**config.mk**
```make
export PLATFORM = sky130hd
export DESIGN_NAME = dpsc_regs
export DESIGN_NICKNAME = d
export VERILOG_FILES = /design/src/rtl/dpsc_pkg.sv /design/src/rtl/dpsc_regs.sv /design/src/rtl/dpsc_rise_det.sv
export VERILOG_INCLUDE_DIRS = /design/src /design/src/rtl
export SDC_FILE = /design/constraint.sdc
export NUM_CORES = 1
export LEC_CHECK = 0
export ABC_AREA = 1
export BUFFER_PORTS_ARGS = -buffer_cell sky130_fd_sc_hd__buf_2
export CAP_MARGIN = 20
export CELL_PAD_IN_SITES_DETAIL_PLACEMENT = 0
export CELL_PAD_IN_SITES_GLOBAL_PLACEMENT = 1
export CORE_UTILIZATION = 35
export CTS_CLUSTER_DIAMETER = 150
export DETAILED_ROUTE_END_ITERATION = 12
export PLACE_DENSITY_LB_ADDON = 0.1
export SLEW_MARGIN = 20
export SYNTH_ARGS = -nofsm -noshare
export SYNTH_HDL_FRONTEND = slang
export SYNTH_SLANG_ARGS = --single-unit
```
**constraint.sdc**
```tcl
create_clock -name CLK -period 1.9 [get_ports CLK]
set_input_delay 0.19 -clock CLK [delete_from_list [all_inputs] [get_ports CLK]]
set_output_delay 0.19 -clock CLK [all_outputs]
set_load 0.02 [all_outputs]
```
**src/rtl/dpsc_defs.svh**
```systemverilog
// Register map, field positions, reset values and sizes of the PLL and reference control slice.
//
// Function
// - Reference receiver powered down while control bit 4 set; resets to one.
// - Hysteresis setting reaches the receiver only while enable bit 3 is set.
// - Edge-select bit 2 zero samples on falling edge, one on rising edge.
// - Ten-bit thermometer hysteresis: bits 9:8 in first register, 7:0 in next.
// - While synthesizer enable bit 4 is set, a zero-to-one change of recalibrate bit 7 starts one recalibration only.
// - Synthesizer enable bit 4 enables the PLL and runs calibration; resets zero.
// - Status bit 7 shows the PLL at the upper edge of its band.
// - Status bit 6 shows the PLL at the lower edge of its band.
// - Status bit 5 shows successful calibration; reads zero after reset.
// - Status bit 1 shows PLL lock.
// - Eight-bit integer word is the feedback divider; resets to eight.
// - Converter clock is reference over division ratio, times two, times word.
// - VCO divider select 01, 10, 11 divides by four, eight, sixteen.
// - Reference division codes 000 to 100 divide by 1, 2, 4, 8, 16.
`ifndef DPSC_DEFS_SVH
`define DPSC_DEFS_SVH

// ==========================================================================
// Access port sizes
`define DPSC_ADDR_W        12
`define DPSC_DATA_W        8

// ==========================================================================
// Register offsets
`define DPSC_OFS_REFRX     12'h081
`define DPSC_OFS_HYSLO     12'h082
`define DPSC_OFS_PLLCTL    12'h083
`define DPSC_OFS_PLLSTAT   12'h084
`define DPSC_OFS_INTDIV    12'h085
`define DPSC_OFS_LFA       12'h087
`define DPSC_OFS_LFB       12'h088

// ==========================================================================
// Field positions
`define DPSC_BIT_PWRDN     4
`define DPSC_BIT_HYSEN     3
`define DPSC_BIT_EDGE      2
`define DPSC_BIT_RECAL     7
`define DPSC_BIT_SYNTH     4
`define DPSC_BIT_BANDHI    7
`define DPSC_BIT_BANDLO    6
`define DPSC_BIT_CALOK     5
`define DPSC_BIT_LOCK      1

// ==========================================================================
// Reset values
`define DPSC_RST_PWRDN     1'b1
`define DPSC_RST_INTDIV    8'h08
`define DPSC_RST_LFWORD    4'h8

`endif

```
**src/rtl/dpsc_pkg.sv**
```systemverilog
// Types shared by the PLL and reference control slice.
package dpsc_pkg;

  // Software-written control state.
  typedef struct packed {
    logic       refrx_powerdown;
    logic       hysteresis_enable;
    logic       ref_sample_edge_select;
    logic [9:0] hysteresis_thermometer;
    logic       pll_recalibrate;
    logic       synth_enable;
    logic [7:0] int_word;
    logic [3:0] filter_cap2_word;
    logic [3:0] filter_cap1_word;
    logic [3:0] filter_res1_word;
    logic [3:0] filter_cap3_word;
  } dpsc_ctrl_t;

  // Status levels reported by the PLL.
  typedef struct packed {
    logic pll_band_high_flag;
    logic pll_band_low_flag;
    logic pll_calibrated_flag;
    logic pll_locked_flag;
  } dpsc_stat_t;

  // Frequency plan derived from the divider settings.
  typedef struct packed {
    logic [8:0]  dac_mult;
    logic [12:0] vco_mult;
    logic [4:0]  ref_div;
  } dpsc_freq_t;

endpackage : dpsc_pkg

```
**src/rtl/dpsc_regs.sv**
```systemverilog
// Control and status registers for the converter clock PLL and alignment-reference receiver.
`timescale 1ns/100ps
`include "dpsc_defs.svh"
module dpsc_regs
  import dpsc_pkg::*;
(
  // Clock and reset
  input  wire logic                      CLK,
  input  wire logic                      RESET,
  // Register access from the serial configuration port
  input  wire logic                      REG_WR,
  input  wire logic                      REG_RD,
  input  wire logic [`DPSC_ADDR_W-1:0]   REG_ADDR,
  input  wire logic [`DPSC_DATA_W-1:0]   REG_WDATA,
  output logic      [`DPSC_DATA_W-1:0]   REG_RDATA,
  output logic                           REG_RVALID,
  // Divider selects held by neighbouring registers
  input  wire logic [1:0]                VCO_DIVIDER_SELECT,
  input  wire logic [2:0]                REFERENCE_DIVISION_RATIO,
  // PLL status levels
  input  wire dpsc_stat_t                PLL_STATUS,
  // Alignment-reference receiver controls
  output logic                           REFRX_POWERDOWN,
  output logic                           HYSTERESIS_ENABLE,
  output logic [9:0]                     HYSTERESIS_APPLIED,
  output logic                           REF_SAMPLE_RISE,
  // PLL controls
  output logic                           SYNTH_ENABLE,
  output logic                           CAL_START,
  output logic [7:0]                     FEEDBACK_DIVIDER,
  output logic [15:0]                    LOOP_FILTER,
  output dpsc_freq_t                     FREQ_PLAN
);

  // ==========================================================================
  // Control register file
  dpsc_ctrl_t ctrl;
  dpsc_ctrl_t next_ctrl;

  always_comb begin
    next_ctrl = ctrl;
    if (REG_WR) begin
      unique case (REG_ADDR)
        `DPSC_OFS_REFRX: begin
          next_ctrl.refrx_powerdown        = REG_WDATA[`DPSC_BIT_PWRDN];
          next_ctrl.hysteresis_enable      = REG_WDATA[`DPSC_BIT_HYSEN];
          next_ctrl.ref_sample_edge_select = REG_WDATA[`DPSC_BIT_EDGE];
          next_ctrl.hysteresis_thermometer[9:8] = REG_WDATA[1:0];
        end
        `DPSC_OFS_HYSLO: begin
          next_ctrl.hysteresis_thermometer[7:0] = REG_WDATA;
        end
        `DPSC_OFS_PLLCTL: begin
          // Only the two documented bits are stored; the rest are dropped.
          next_ctrl.pll_recalibrate = REG_WDATA[`DPSC_BIT_RECAL];
          next_ctrl.synth_enable    = REG_WDATA[`DPSC_BIT_SYNTH];
        end
        `DPSC_OFS_INTDIV: begin
          // A word below six is stored as written; keeping it legal is up to software.
          next_ctrl.int_word = REG_WDATA;
        end
        `DPSC_OFS_LFA: begin
          next_ctrl.filter_cap2_word = REG_WDATA[7:4];
          next_ctrl.filter_cap1_word = REG_WDATA[3:0];
        end
        `DPSC_OFS_LFB: begin
          next_ctrl.filter_res1_word = REG_WDATA[7:4];
          next_ctrl.filter_cap3_word = REG_WDATA[3:0];
        end
        default: begin
          next_ctrl = ctrl;
        end
      endcase
    end
  end

  always_ff @(posedge CLK) begin
    if (RESET) begin
      ctrl.refrx_powerdown        <= `DPSC_RST_PWRDN;
      ctrl.hysteresis_enable      <= 1'b0;
      ctrl.ref_sample_edge_select <= 1'b0;
      ctrl.hysteresis_thermometer <= 10'h000;
      ctrl.pll_recalibrate        <= 1'b0;
      ctrl.synth_enable           <= 1'b0;
      ctrl.int_word               <= `DPSC_RST_INTDIV;
      ctrl.filter_cap2_word       <= `DPSC_RST_LFWORD;
      ctrl.filter_cap1_word       <= `DPSC_RST_LFWORD;
      ctrl.filter_res1_word       <= `DPSC_RST_LFWORD;
      ctrl.filter_cap3_word       <= `DPSC_RST_LFWORD;
    end else begin
      ctrl <= next_ctrl;
    end
  end

  // ==========================================================================
  // Calibration triggers
  // Recalibration fires on the stored bit's rising edge, so rewriting a one
  // while it already reads one does not start another calibration.
  logic recal_pulse;
  logic enable_pulse;

  dpsc_rise_det u_recal_edge (
    .clk   (CLK),
    .reset (RESET),
    .level (ctrl.pll_recalibrate),
    .pulse (recal_pulse)
  );

  dpsc_rise_det u_enable_edge (
    .clk   (CLK),
    .reset (RESET),
    .level (ctrl.synth_enable),
    .pulse (enable_pulse)
  );

  // ==========================================================================
  // Status capture
  dpsc_stat_t stat;
  dpsc_stat_t next_stat;

  always_comb begin
    next_stat = PLL_STATUS;
  end

  always_ff @(posedge CLK) begin
    if (RESET) begin
      stat <= '0;
    end else begin
      stat <= next_stat;
    end
  end

  // ==========================================================================
  // Register read path
  logic [`DPSC_DATA_W-1:0] next_rdata;
  logic                    next_rvalid;

  always_comb begin
    next_rdata  = 8'h00;
    next_rvalid = REG_RD;
    if (REG_RD) begin
      unique case (REG_ADDR)
        `DPSC_OFS_REFRX: begin
          next_rdata[`DPSC_BIT_PWRDN] = ctrl.refrx_powerdown;
          next_rdata[`DPSC_BIT_HYSEN] = ctrl.hysteresis_enable;
          next_rdata[`DPSC_BIT_EDGE]  = ctrl.ref_sample_edge_select;
          next_rdata[1:0]             = ctrl.hysteresis_thermometer[9:8];
        end
        `DPSC_OFS_HYSLO: begin
          next_rdata = ctrl.hysteresis_thermometer[7:0];
        end
        `DPSC_OFS_PLLCTL: begin
          next_rdata[`DPSC_BIT_RECAL] = ctrl.pll_recalibrate;
          next_rdata[`DPSC_BIT_SYNTH] = ctrl.synth_enable;
        end
        `DPSC_OFS_PLLSTAT: begin
          next_rdata[`DPSC_BIT_BANDHI] = stat.pll_band_high_flag;
          next_rdata[`DPSC_BIT_BANDLO] = stat.pll_band_low_flag;
          next_rdata[`DPSC_BIT_CALOK]  = stat.pll_calibrated_flag;
          next_rdata[`DPSC_BIT_LOCK]   = stat.pll_locked_flag;
        end
        `DPSC_OFS_INTDIV: begin
          next_rdata = ctrl.int_word;
        end
        `DPSC_OFS_LFA: begin
          next_rdata = {ctrl.filter_cap2_word, ctrl.filter_cap1_word};
        end
        `DPSC_OFS_LFB: begin
          next_rdata = {ctrl.filter_res1_word, ctrl.filter_cap3_word};
        end
        default: begin
          next_rdata = 8'h00;
        end
      endcase
    end
  end

  always_ff @(posedge CLK) begin
    if (RESET) begin
      REG_RDATA  <= 8'h00;
      REG_RVALID <= 1'b0;
    end else begin
      REG_RDATA  <= next_rdata;
      REG_RVALID <= next_rvalid;
    end
  end

  // ==========================================================================
  // Frequency plan
  // Codes outside the documented sets give zero so a consumer can spot them.
  dpsc_freq_t next_freq;
  logic [8:0] loop_mult;

  always_comb begin
    loop_mult          = {ctrl.int_word, 1'b0};
    next_freq.dac_mult = loop_mult;
    unique case (VCO_DIVIDER_SELECT)
      2'h1:    next_freq.vco_mult = {2'h0, loop_mult, 2'h0};
      2'h2:    next_freq.vco_mult = {1'h0, loop_mult, 3'h0};
      2'h3:    next_freq.vco_mult = {loop_mult, 4'h0};
      default: next_freq.vco_mult = 13'h0000;
    endcase
    unique case (REFERENCE_DIVISION_RATIO)
      3'h0:    next_freq.ref_div = 5'h01;
      3'h1:    next_freq.ref_div = 5'h02;
      3'h2:    next_freq.ref_div = 5'h04;
      3'h3:    next_freq.ref_div = 5'h08;
      3'h4:    next_freq.ref_div = 5'h10;
      default: next_freq.ref_div = 5'h00;
    endcase
  end

  // ==========================================================================
  // Output stage
  // Every output is a flop, so analog controls lag the register by one cycle; CAL_START lags by two, through the edge detector.
  logic [9:0]  next_hys_applied;
  logic        next_cal_start;
  logic [15:0] next_loop_filter;

  always_comb begin
    next_hys_applied = ctrl.hysteresis_enable ? ctrl.hysteresis_thermometer : 10'h000;
    // Calibration only runs while the synthesizer is enabled.
    next_cal_start   = ctrl.synth_enable & (recal_pulse | enable_pulse);
    next_loop_filter = {ctrl.filter_cap2_word, ctrl.filter_cap1_word,
                        ctrl.filter_res1_word, ctrl.filter_cap3_word};
  end

  always_ff @(posedge CLK) begin
    if (RESET) begin
      REFRX_POWERDOWN    <= `DPSC_RST_PWRDN;
      HYSTERESIS_ENABLE  <= 1'b0;
      HYSTERESIS_APPLIED <= 10'h000;
      REF_SAMPLE_RISE    <= 1'b0;
      SYNTH_ENABLE       <= 1'b0;
      CAL_START          <= 1'b0;
      FEEDBACK_DIVIDER   <= `DPSC_RST_INTDIV;
      LOOP_FILTER        <= {4{`DPSC_RST_LFWORD}};
      FREQ_PLAN          <= '0;
    end else begin
      REFRX_POWERDOWN    <= ctrl.refrx_powerdown;
      HYSTERESIS_ENABLE  <= ctrl.hysteresis_enable;
      HYSTERESIS_APPLIED <= next_hys_applied;
      REF_SAMPLE_RISE    <= ctrl.ref_sample_edge_select;
      SYNTH_ENABLE       <= ctrl.synth_enable;
      CAL_START          <= next_cal_start;
      FEEDBACK_DIVIDER   <= ctrl.int_word;
      LOOP_FILTER        <= next_loop_filter;
      FREQ_PLAN          <= next_freq;
    end
  end

endmodule : dpsc_regs

```
**src/rtl/dpsc_rise_det.sv**
```systemverilog
// Registered rising-edge detector for a control level.
`timescale 1ns/100ps
module dpsc_rise_det (
  // Clock and reset
  input  wire logic clk,
  input  wire logic reset,
  // Level in, one-cycle pulse out
  input  wire logic level,
  output logic      pulse
);

  logic prev;
  logic next_prev;
  logic next_pulse;

  always_comb begin
    next_prev  = level;
    next_pulse = level & ~prev;
  end

  always_ff @(posedge clk) begin
    if (reset) begin
      prev  <= 1'b0;
      pulse <= 1'b0;
    end else begin
      prev  <= next_prev;
      pulse <= next_pulse;
    end
  end

endmodule : dpsc_rise_det

```
==> flow_summary.toml, run 1 <==
[status]
status = "completed"

[cells_and_area]
layout-drive-gt1-share = 0.244
fillers = 1136
diodes = 0
fin_cells = 714
finalNetCount = 602
seq_area_mm2 = 0.00220
multi_input_area_mm2 = 0.00136
syn_to_final_growth_pct = 21.9

[routing]
ant_nets = 0
first_iter_violations = 190
detail_route.wl_per_cell_um = 14.1
drtPass1Iterations = 4
drt_drc_violations_left = 0
routed_wl_um = 10100
via_per_inst = 4.60
vias = 3284

[pwr]
clock_power_share = 0.433
ir_drop_mv = 0.430
sequentialPowerShare = 0.523
internal-power_mw = 3.44
finalPower_mw = 4.43
comb_power_share = 0.044
p_sw_mw = 0.993
swShare = 0.224
power_density_mw_per_mm2 = 914
leakage_nw = 2.21

[synthesis]
synth_cells = 476
synth-edff-count = 0
yosysSeqAreaShare = 0.553
synth.cell_area_mm2 = 0.00398
yosysWarningCount = 0
async_reset_ff_frac = 0
ys.flop_type = "dfxtp_1"
synth_cell_types = 30
avgSynthCellArea_um2 = 8.36
ys_seq_elements = 110

[placement]
gp_congestion = 0.779
dp_hpwl_um = 7270
dpl_worst_slack_ns = 0.245
dpl.cell_count = 698
portBuffers = 103

[clock_network]
path_clk_slew_ns = 0.07
htree_levels = 3
holdBufCountCts = 0
cts.sinks = 110
ctsResizeCount = 0
cts_buffers = 9
clkLatencyLatePin_ns = 0.34
cts_setup_buffers = 0
clk_path_buf_depth = 2
root_buffer = "clkbuf_16"
cts_tree = "built"

[critical_path]
r2r_slack_ns = 0.80
worstSetupStartpointType = "input port"
criticalPathCategory = "input port to register"
cp.arrival_ns = 1.54
cp_data_required_time_ns = 2.12
worst-path-max-fanout = 15
crit_chain = "buf_2 > nor2_1 > nand2_1 > nor2_4 > buf_4 > nand3_2 > o21ai_1 > a21oi_1"
slowest_delay_ns = 0.27
reg2reg_depth = 4
timing.rr.end = "HYSTERESIS_APPLIED[6]$_SDFF_PP0_"
crit_path_end_kind = "register"
cpMaxStageDelayCell = "nor2_4"
r2r_start = "ctrl[37]$_SDFFE_PP0P_"

[grt]
grt_pass1_vias = 3130
grt_max_degree = 50
overflow = 0
antenna_found_initial = 0
grt_usage = 0.181
grt_pass1_wl_um = 16000

[floorplanning]
core_region_area_mm2 = 0.0109
die_area_mm2 = 0.0118
ioPinCount = 108
die_w_um = 109
initial_utilization = 0.364
die_y_um = 109
placementRows = 38

[sta]
setup_viol = 0
clock_skew_ns = 0.00629
rsz0062_at_grt = "no"
tns_ns = 0
fin_ws_ns = 0.582
fin_crit_ns = 1.32
maxClockFrequency_mhz = 759
slew_violations = 0
finalHoldViolations = 0
relSlewSlack = 0.624
worst_pin_slew_ns = 0.562
finalCritPeriodShare = 0.694

[run]
cap_violations = 0

[min_path]
holdPathStages = 2
worstHoldEndpoint = "FREQ_PLAN[2]$_SDFF_PP0_"
min_path_type = "input port to register"
min_from = "REFERENCE_DIVISION_RATIO[0]"
==> cell type report <==
type / count / area share
Clock buffer: 10 / 0.0493
Clock inverter: 6 / 0.0137
Inverter: 64 / 0.0495
Multi-Input combinational cell: 276 / 0.281
Sequential cell: 110 / 0.454
Tap cell: 140 / 0.0361
Timing Repair Buffer: 108 / 0.117
==> power groups by stage <==
stage / registers (mW) / clock network, mW / logic, mW
4_1_cts: 2.32 / 1.97 / 0.196
2_1_floorplan: 2.38 / 0 / 0.102
6_report: 2.32 / 1.92 / 0.195
5_1_grt: 2.32 / 2.06 / 0.217
3_3_place_gp: 2.37 / 0 / 0.195
3_5_place_dp: 2.37 / 0 / 0.196
==> synthesized netlist by cell type (2+ instances only) <==
cell,n,area share
a21oi_1,36,0.045
buf_2,5,0.0063
buf_4,11,0.021
buf_6,4,0.011
clkbuf_1,9,0.0085
clkinv_1,2,0.0019
dfxtp_1,110,0.55
inv_1,60,0.057
inv_2,2,0.0019
nand2_1,47,0.044
nand3_1,48,0.060
nand3_2,2,0.0050
nand3_4,2,0.0088
nand4_1,3,0.0047
nor2_1,62,0.058
nor2_4,3,0.0085
nor3_1,8,0.010
o211ai_1,3,0.0057
o21ai_0,5,0.0063
o21ai_1,37,0.047
o221ai_1,3,0.0066
o22ai_1,3,0.0047
o31ai_1,2,0.0038
or2_2,3,0.0047
==> cell families after synthesis <==
group	after synthesis	synth area share
other	1	0.000942
and+or+nand+nor	182	0.218
buffers and inverters	93	0.107
DFF	110	0.553
AOI/OAI and AO/OA	90	0.121
==> critical path, delay by kind of cell <==
family	cells	cell delay, ns
AOI/OAI and AO/OA	2	0.30
and+or+nand+nor	4	0.71
buffers and inverters	2	0.32
==> worst max-delay path by stage <==
stage | startpoint | to | depth (start not counted)
6_report | REG_ADDR[9] | ctrl[2]$_SDFFE_PP0P_ | 8
5_1_grt | REG_ADDR[9] | ctrl[2]$_SDFFE_PP0P_ | 8
4_1_cts | REG_ADDR[9] | ctrl[2]$_SDFFE_PP0P_ | 8
3_5_place_dp | REG_ADDR[9] | ctrl[0]$_SDFFE_PP0P_ | 8
3_3_place_gp | REG_ADDR[9] | ctrl[6]$_SDFFE_PP0P_ | 8
2_1_floorplan | REG_ADDR[2] | ctrl[31]$_SDFFE_PP0P_ | 7
==> flip-flops by register name (all words and copies together) (netlist names), 4 cells and up <==
name	cells
FEEDBACK_DIVIDER	8
FREQ_PLAN	16
HYSTERESIS_APPLIED	10
LOOP_FILTER	16
REG_RDATA	8
ctrl	39
stat	4
==> routing by layer <==
| metal | part of all wire | GRT usage | up-vias |
|---|---|---|---|
| li1 | - | - | 1710 |
| met4 | 0.0073 | 0.0637 | 0 |
| met5 | 0 | 0 | - |
| met2 | 0.45 | 0.279 | 101 |
| met1 | 0.48 | 0.255 | 1469 |
| met3 | 0.055 | 0.0275 | 4 |
==> layout by cell type, fill, tap and decap left out, types with 3 or more instances in the layout <==
| cell | count |
|---|---|
| o21ai_1 | 37 |
| o21ai_0 | 5 |
| nor2_1 | 62 |
| inv_1 | 60 |
| clkbuf_16 | 9 |
| dfxtp_1 | 110 |
| nor2_4 | 3 |
| or2_2 | 3 |
| nand4_1 | 3 |
| buf_2 | 103 |
| buf_4 | 4 |
| o221ai_1 | 3 |
| nand3_1 | 48 |
| nor3_1 | 8 |
| conb_1 | 4 |
| a21oi_1 | 36 |
| o211ai_1 | 3 |
| o22ai_1 | 3 |
| nand2_1 | 47 |
==> per-stage QoR <==
stage / cell area, µm² / hold slack [ns] / util
after floorplan: 3990 / 0.267 / -
after global placement: 4550 / 0.376 / 0.416
after detailed placement: 4550 / 0.377 / 0.416
after CTS: 4850 / 0.0131 / 0.444
after global routing: 4850 / 0.0135 / 0.444
final: 4850 / 0.0253 / 0.444
No activity file was read; power rests on OpenSTA's default activity.
==> inputs of run 2 (changes only) <==
==> constraint.sdc (replaced) <==
create_clock -name CLK -period 1.25 [get_ports CLK]
set_input_delay 0.125 -clock CLK [delete_from_list [all_inputs] [get_ports CLK]]
set_output_delay 0.125 -clock CLK [all_outputs]
set_load 0.02 [all_outputs]
==> flow_summary.toml, run 2 (synthesis results as in run 1) <==
[status]
status = "completed"

[placement]
dp_hpwl_um = 7350
gp_congestion = 0.826
dpl_worst_slack_ns = -0.112
portBuffers = 103

[cells_and_area]
layout-drive-gt1-share = 0.266
syn_to_final_growth_pct = 28.5
utilization = 0.468
diodes = 0
finalNetCount = 625
regMostFlops = "ctrl"
fillers = 1092
reg_top3 = "ctrl (39), FREQ_PLAN (16), LOOP_FILTER (16)"
final_cell_mix = "110 x dfxtp_1, 103 x buf_2, 62 x nor2_1"
largest_reg_flops = 39
final_common_cell = "dfxtp_1"

[floorplanning]
die_w_um = 109
placementRows = 38
die_area_mm2 = 0.0118
ioPinCount = 108
die_y_um = 109
core_region_area_mm2 = 0.0109
initial_utilization = 0.364

[routing]
drt_drc_violations_left = 0
ant_nets = 0
routed_wl_um = 9990
detail_route.wl_per_cell_um = 13.6
drtPass1Iterations = 4
vias = 3368
via_per_inst = 4.57
first_iter_violations = 159

[sta]
rsz0062_at_grt = "no"
clock_skew_ns = 0.00932
slew_violations = 0
finalCritPeriodShare = 0.924
fin_crit_ns = 1.15
tns_ns = 0
maxClockFrequency_mhz = 866
worst_hold_slack_ns = 0.0348
fin_ws_ns = 0.0954
finalHoldViolations = 0
setup_viol = 0

[clock_network]
clk_path_buf_depth = 2
clkLatencyLatePin_ns = 0.34
cts_buffers = 9
root_buffer = "clkbuf_16"
htree_levels = 3
cts_setup_buffers = 0
path_clk_slew_ns = 0.07
cts.sinks = 110
cts_tree = "built"

[pwr]
leakage_nw = 2.32
power_density_mw_per_mm2 = 1280
swShare = 0.229
sequentialPowerShare = 0.537
clock_power_share = 0.409
internal-power_mw = 5.06
ir_drop_mv = 0.566
comb_power_share = 0.054
p_sw_mw = 1.50

[critical_path]
crit_chain = "dlygate4sd3_1 > buf_2 > clkinvlp_4 > buf_12 > nand2_1 > nor3_1"
cp_data_required_time_ns = 1.48
worstSetupStartpointType = "input port"
slowest_delay_ns = 0.52
crit_path_end_kind = "register"
cpMaxStageDelayCell = "dlygate4sd3_1"
worst-path-max-fanout = 25
cp.arrival_ns = 1.39
criticalPathCategory = "input port to register"

[run]
cap_violations = 0

[grt]
grt_usage = 0.176
grt_max_degree = 50
grt_pass1_wl_um = 15600
grt_pass1_vias = 3145
overflow = 0
antenna_found_initial = 0

[min_path]
min_path_type = "input port to register"
run 2: cell types whose count changed in the layout (fill, tap and decap cells not counted):
cell | previous run | this run
buf_4 | 4 | 14
buf_12 | 1 | 7
dlygate4sd3_1 | 0 | 6
clkinvlp_4 | 0 | 4
bufinv_16 | 1 | 0
clkbuf_16 | 9 | 10
clkinv_2 | 2 | 1
inv_1 | 60 | 59
inv_6 | 2 | 1
nand2_1 | 47 | 46
nand2_2 | 0 | 1
run 2: critical path, delay by kind of cell:
| kind | cells | cell delay [ns] |
|---|---|---|
| buf+inv | 4 | 1.05 |
| simple gates | 2 | 0.20 |
run 2: worst paths after layout:
check / from / to / slack, ns / depth (start not counted)
min: PLL_STATUS[2] / stat[2]$_SDFF_PP0_ / 0.03 / 3
max reg2reg: ctrl[37]$_SDFFE_PP0P_ / HYSTERESIS_APPLIED[6]$_SDFF_PP0_ / 0.26 / 4
max: RESET / FREQ_PLAN[2]$_SDFF_PP0_ / 0.1 / 6
min reg2reg: u_recal_edge.prev$_SDFF_PP0_ / u_recal_edge.pulse$_SDFF_PP0_ / 0.39 / 1
run 2: cell type report:
class,instances,area [µm²],share of cell area
Sequential cell,110,2200,0.430
Multi-Input combinational cell,276,1370,0.267
Timing Repair Buffer,131,846,0.165
Inverter,64,244,0.0477
Clock buffer,10,239,0.0467
Tap cell,140,175,0.0342
Clock inverter,6,45.0,0.00880
run 2: power by group through the flow:
stage,logic [mW],registers [mW],clock network [mW]
after floorplan,0.155,3.62,0
after global placement,0.324,3.61,0
after detailed placement,0.327,3.61,0
after CTS,0.341,3.53,2.76
after global routing,0.392,3.53,2.90
final,0.354,3.53,2.68
run 2: repair_timing:
| item | in CTS | in global routing |
|---|---|---|
| hold buffers | 6 | 0 |
| setup endpoints to repair | 0 | 3 |
| resized for setup | 0 | 2 |
| endpoints found under the hold margin | 6 | 0 |
run 2: per-stage QoR:
stage | instance area, µm² | total power, mW | cells
after floorplan | 3990 | 3.78 | 479
after global placement | 4740 | 3.93 | 714
after detailed placement | 4740 | 3.93 | 714
after CTS | 5080 | 6.62 | 736
after global routing | 5120 | 6.82 | 737
final | 5120 | 6.56 | 737
run 2: metal layers:
metal / up-vias / GRT usage / part of all wire
li1: 1762 / - / -
met1: 1526 / 0.233 / 0.49
met2: 75 / 0.286 / 0.47
met3: 5 / 0.0400 / 0.040
met4: 0 / 0.0492 / 0.0067
met5: - / 0 / 0
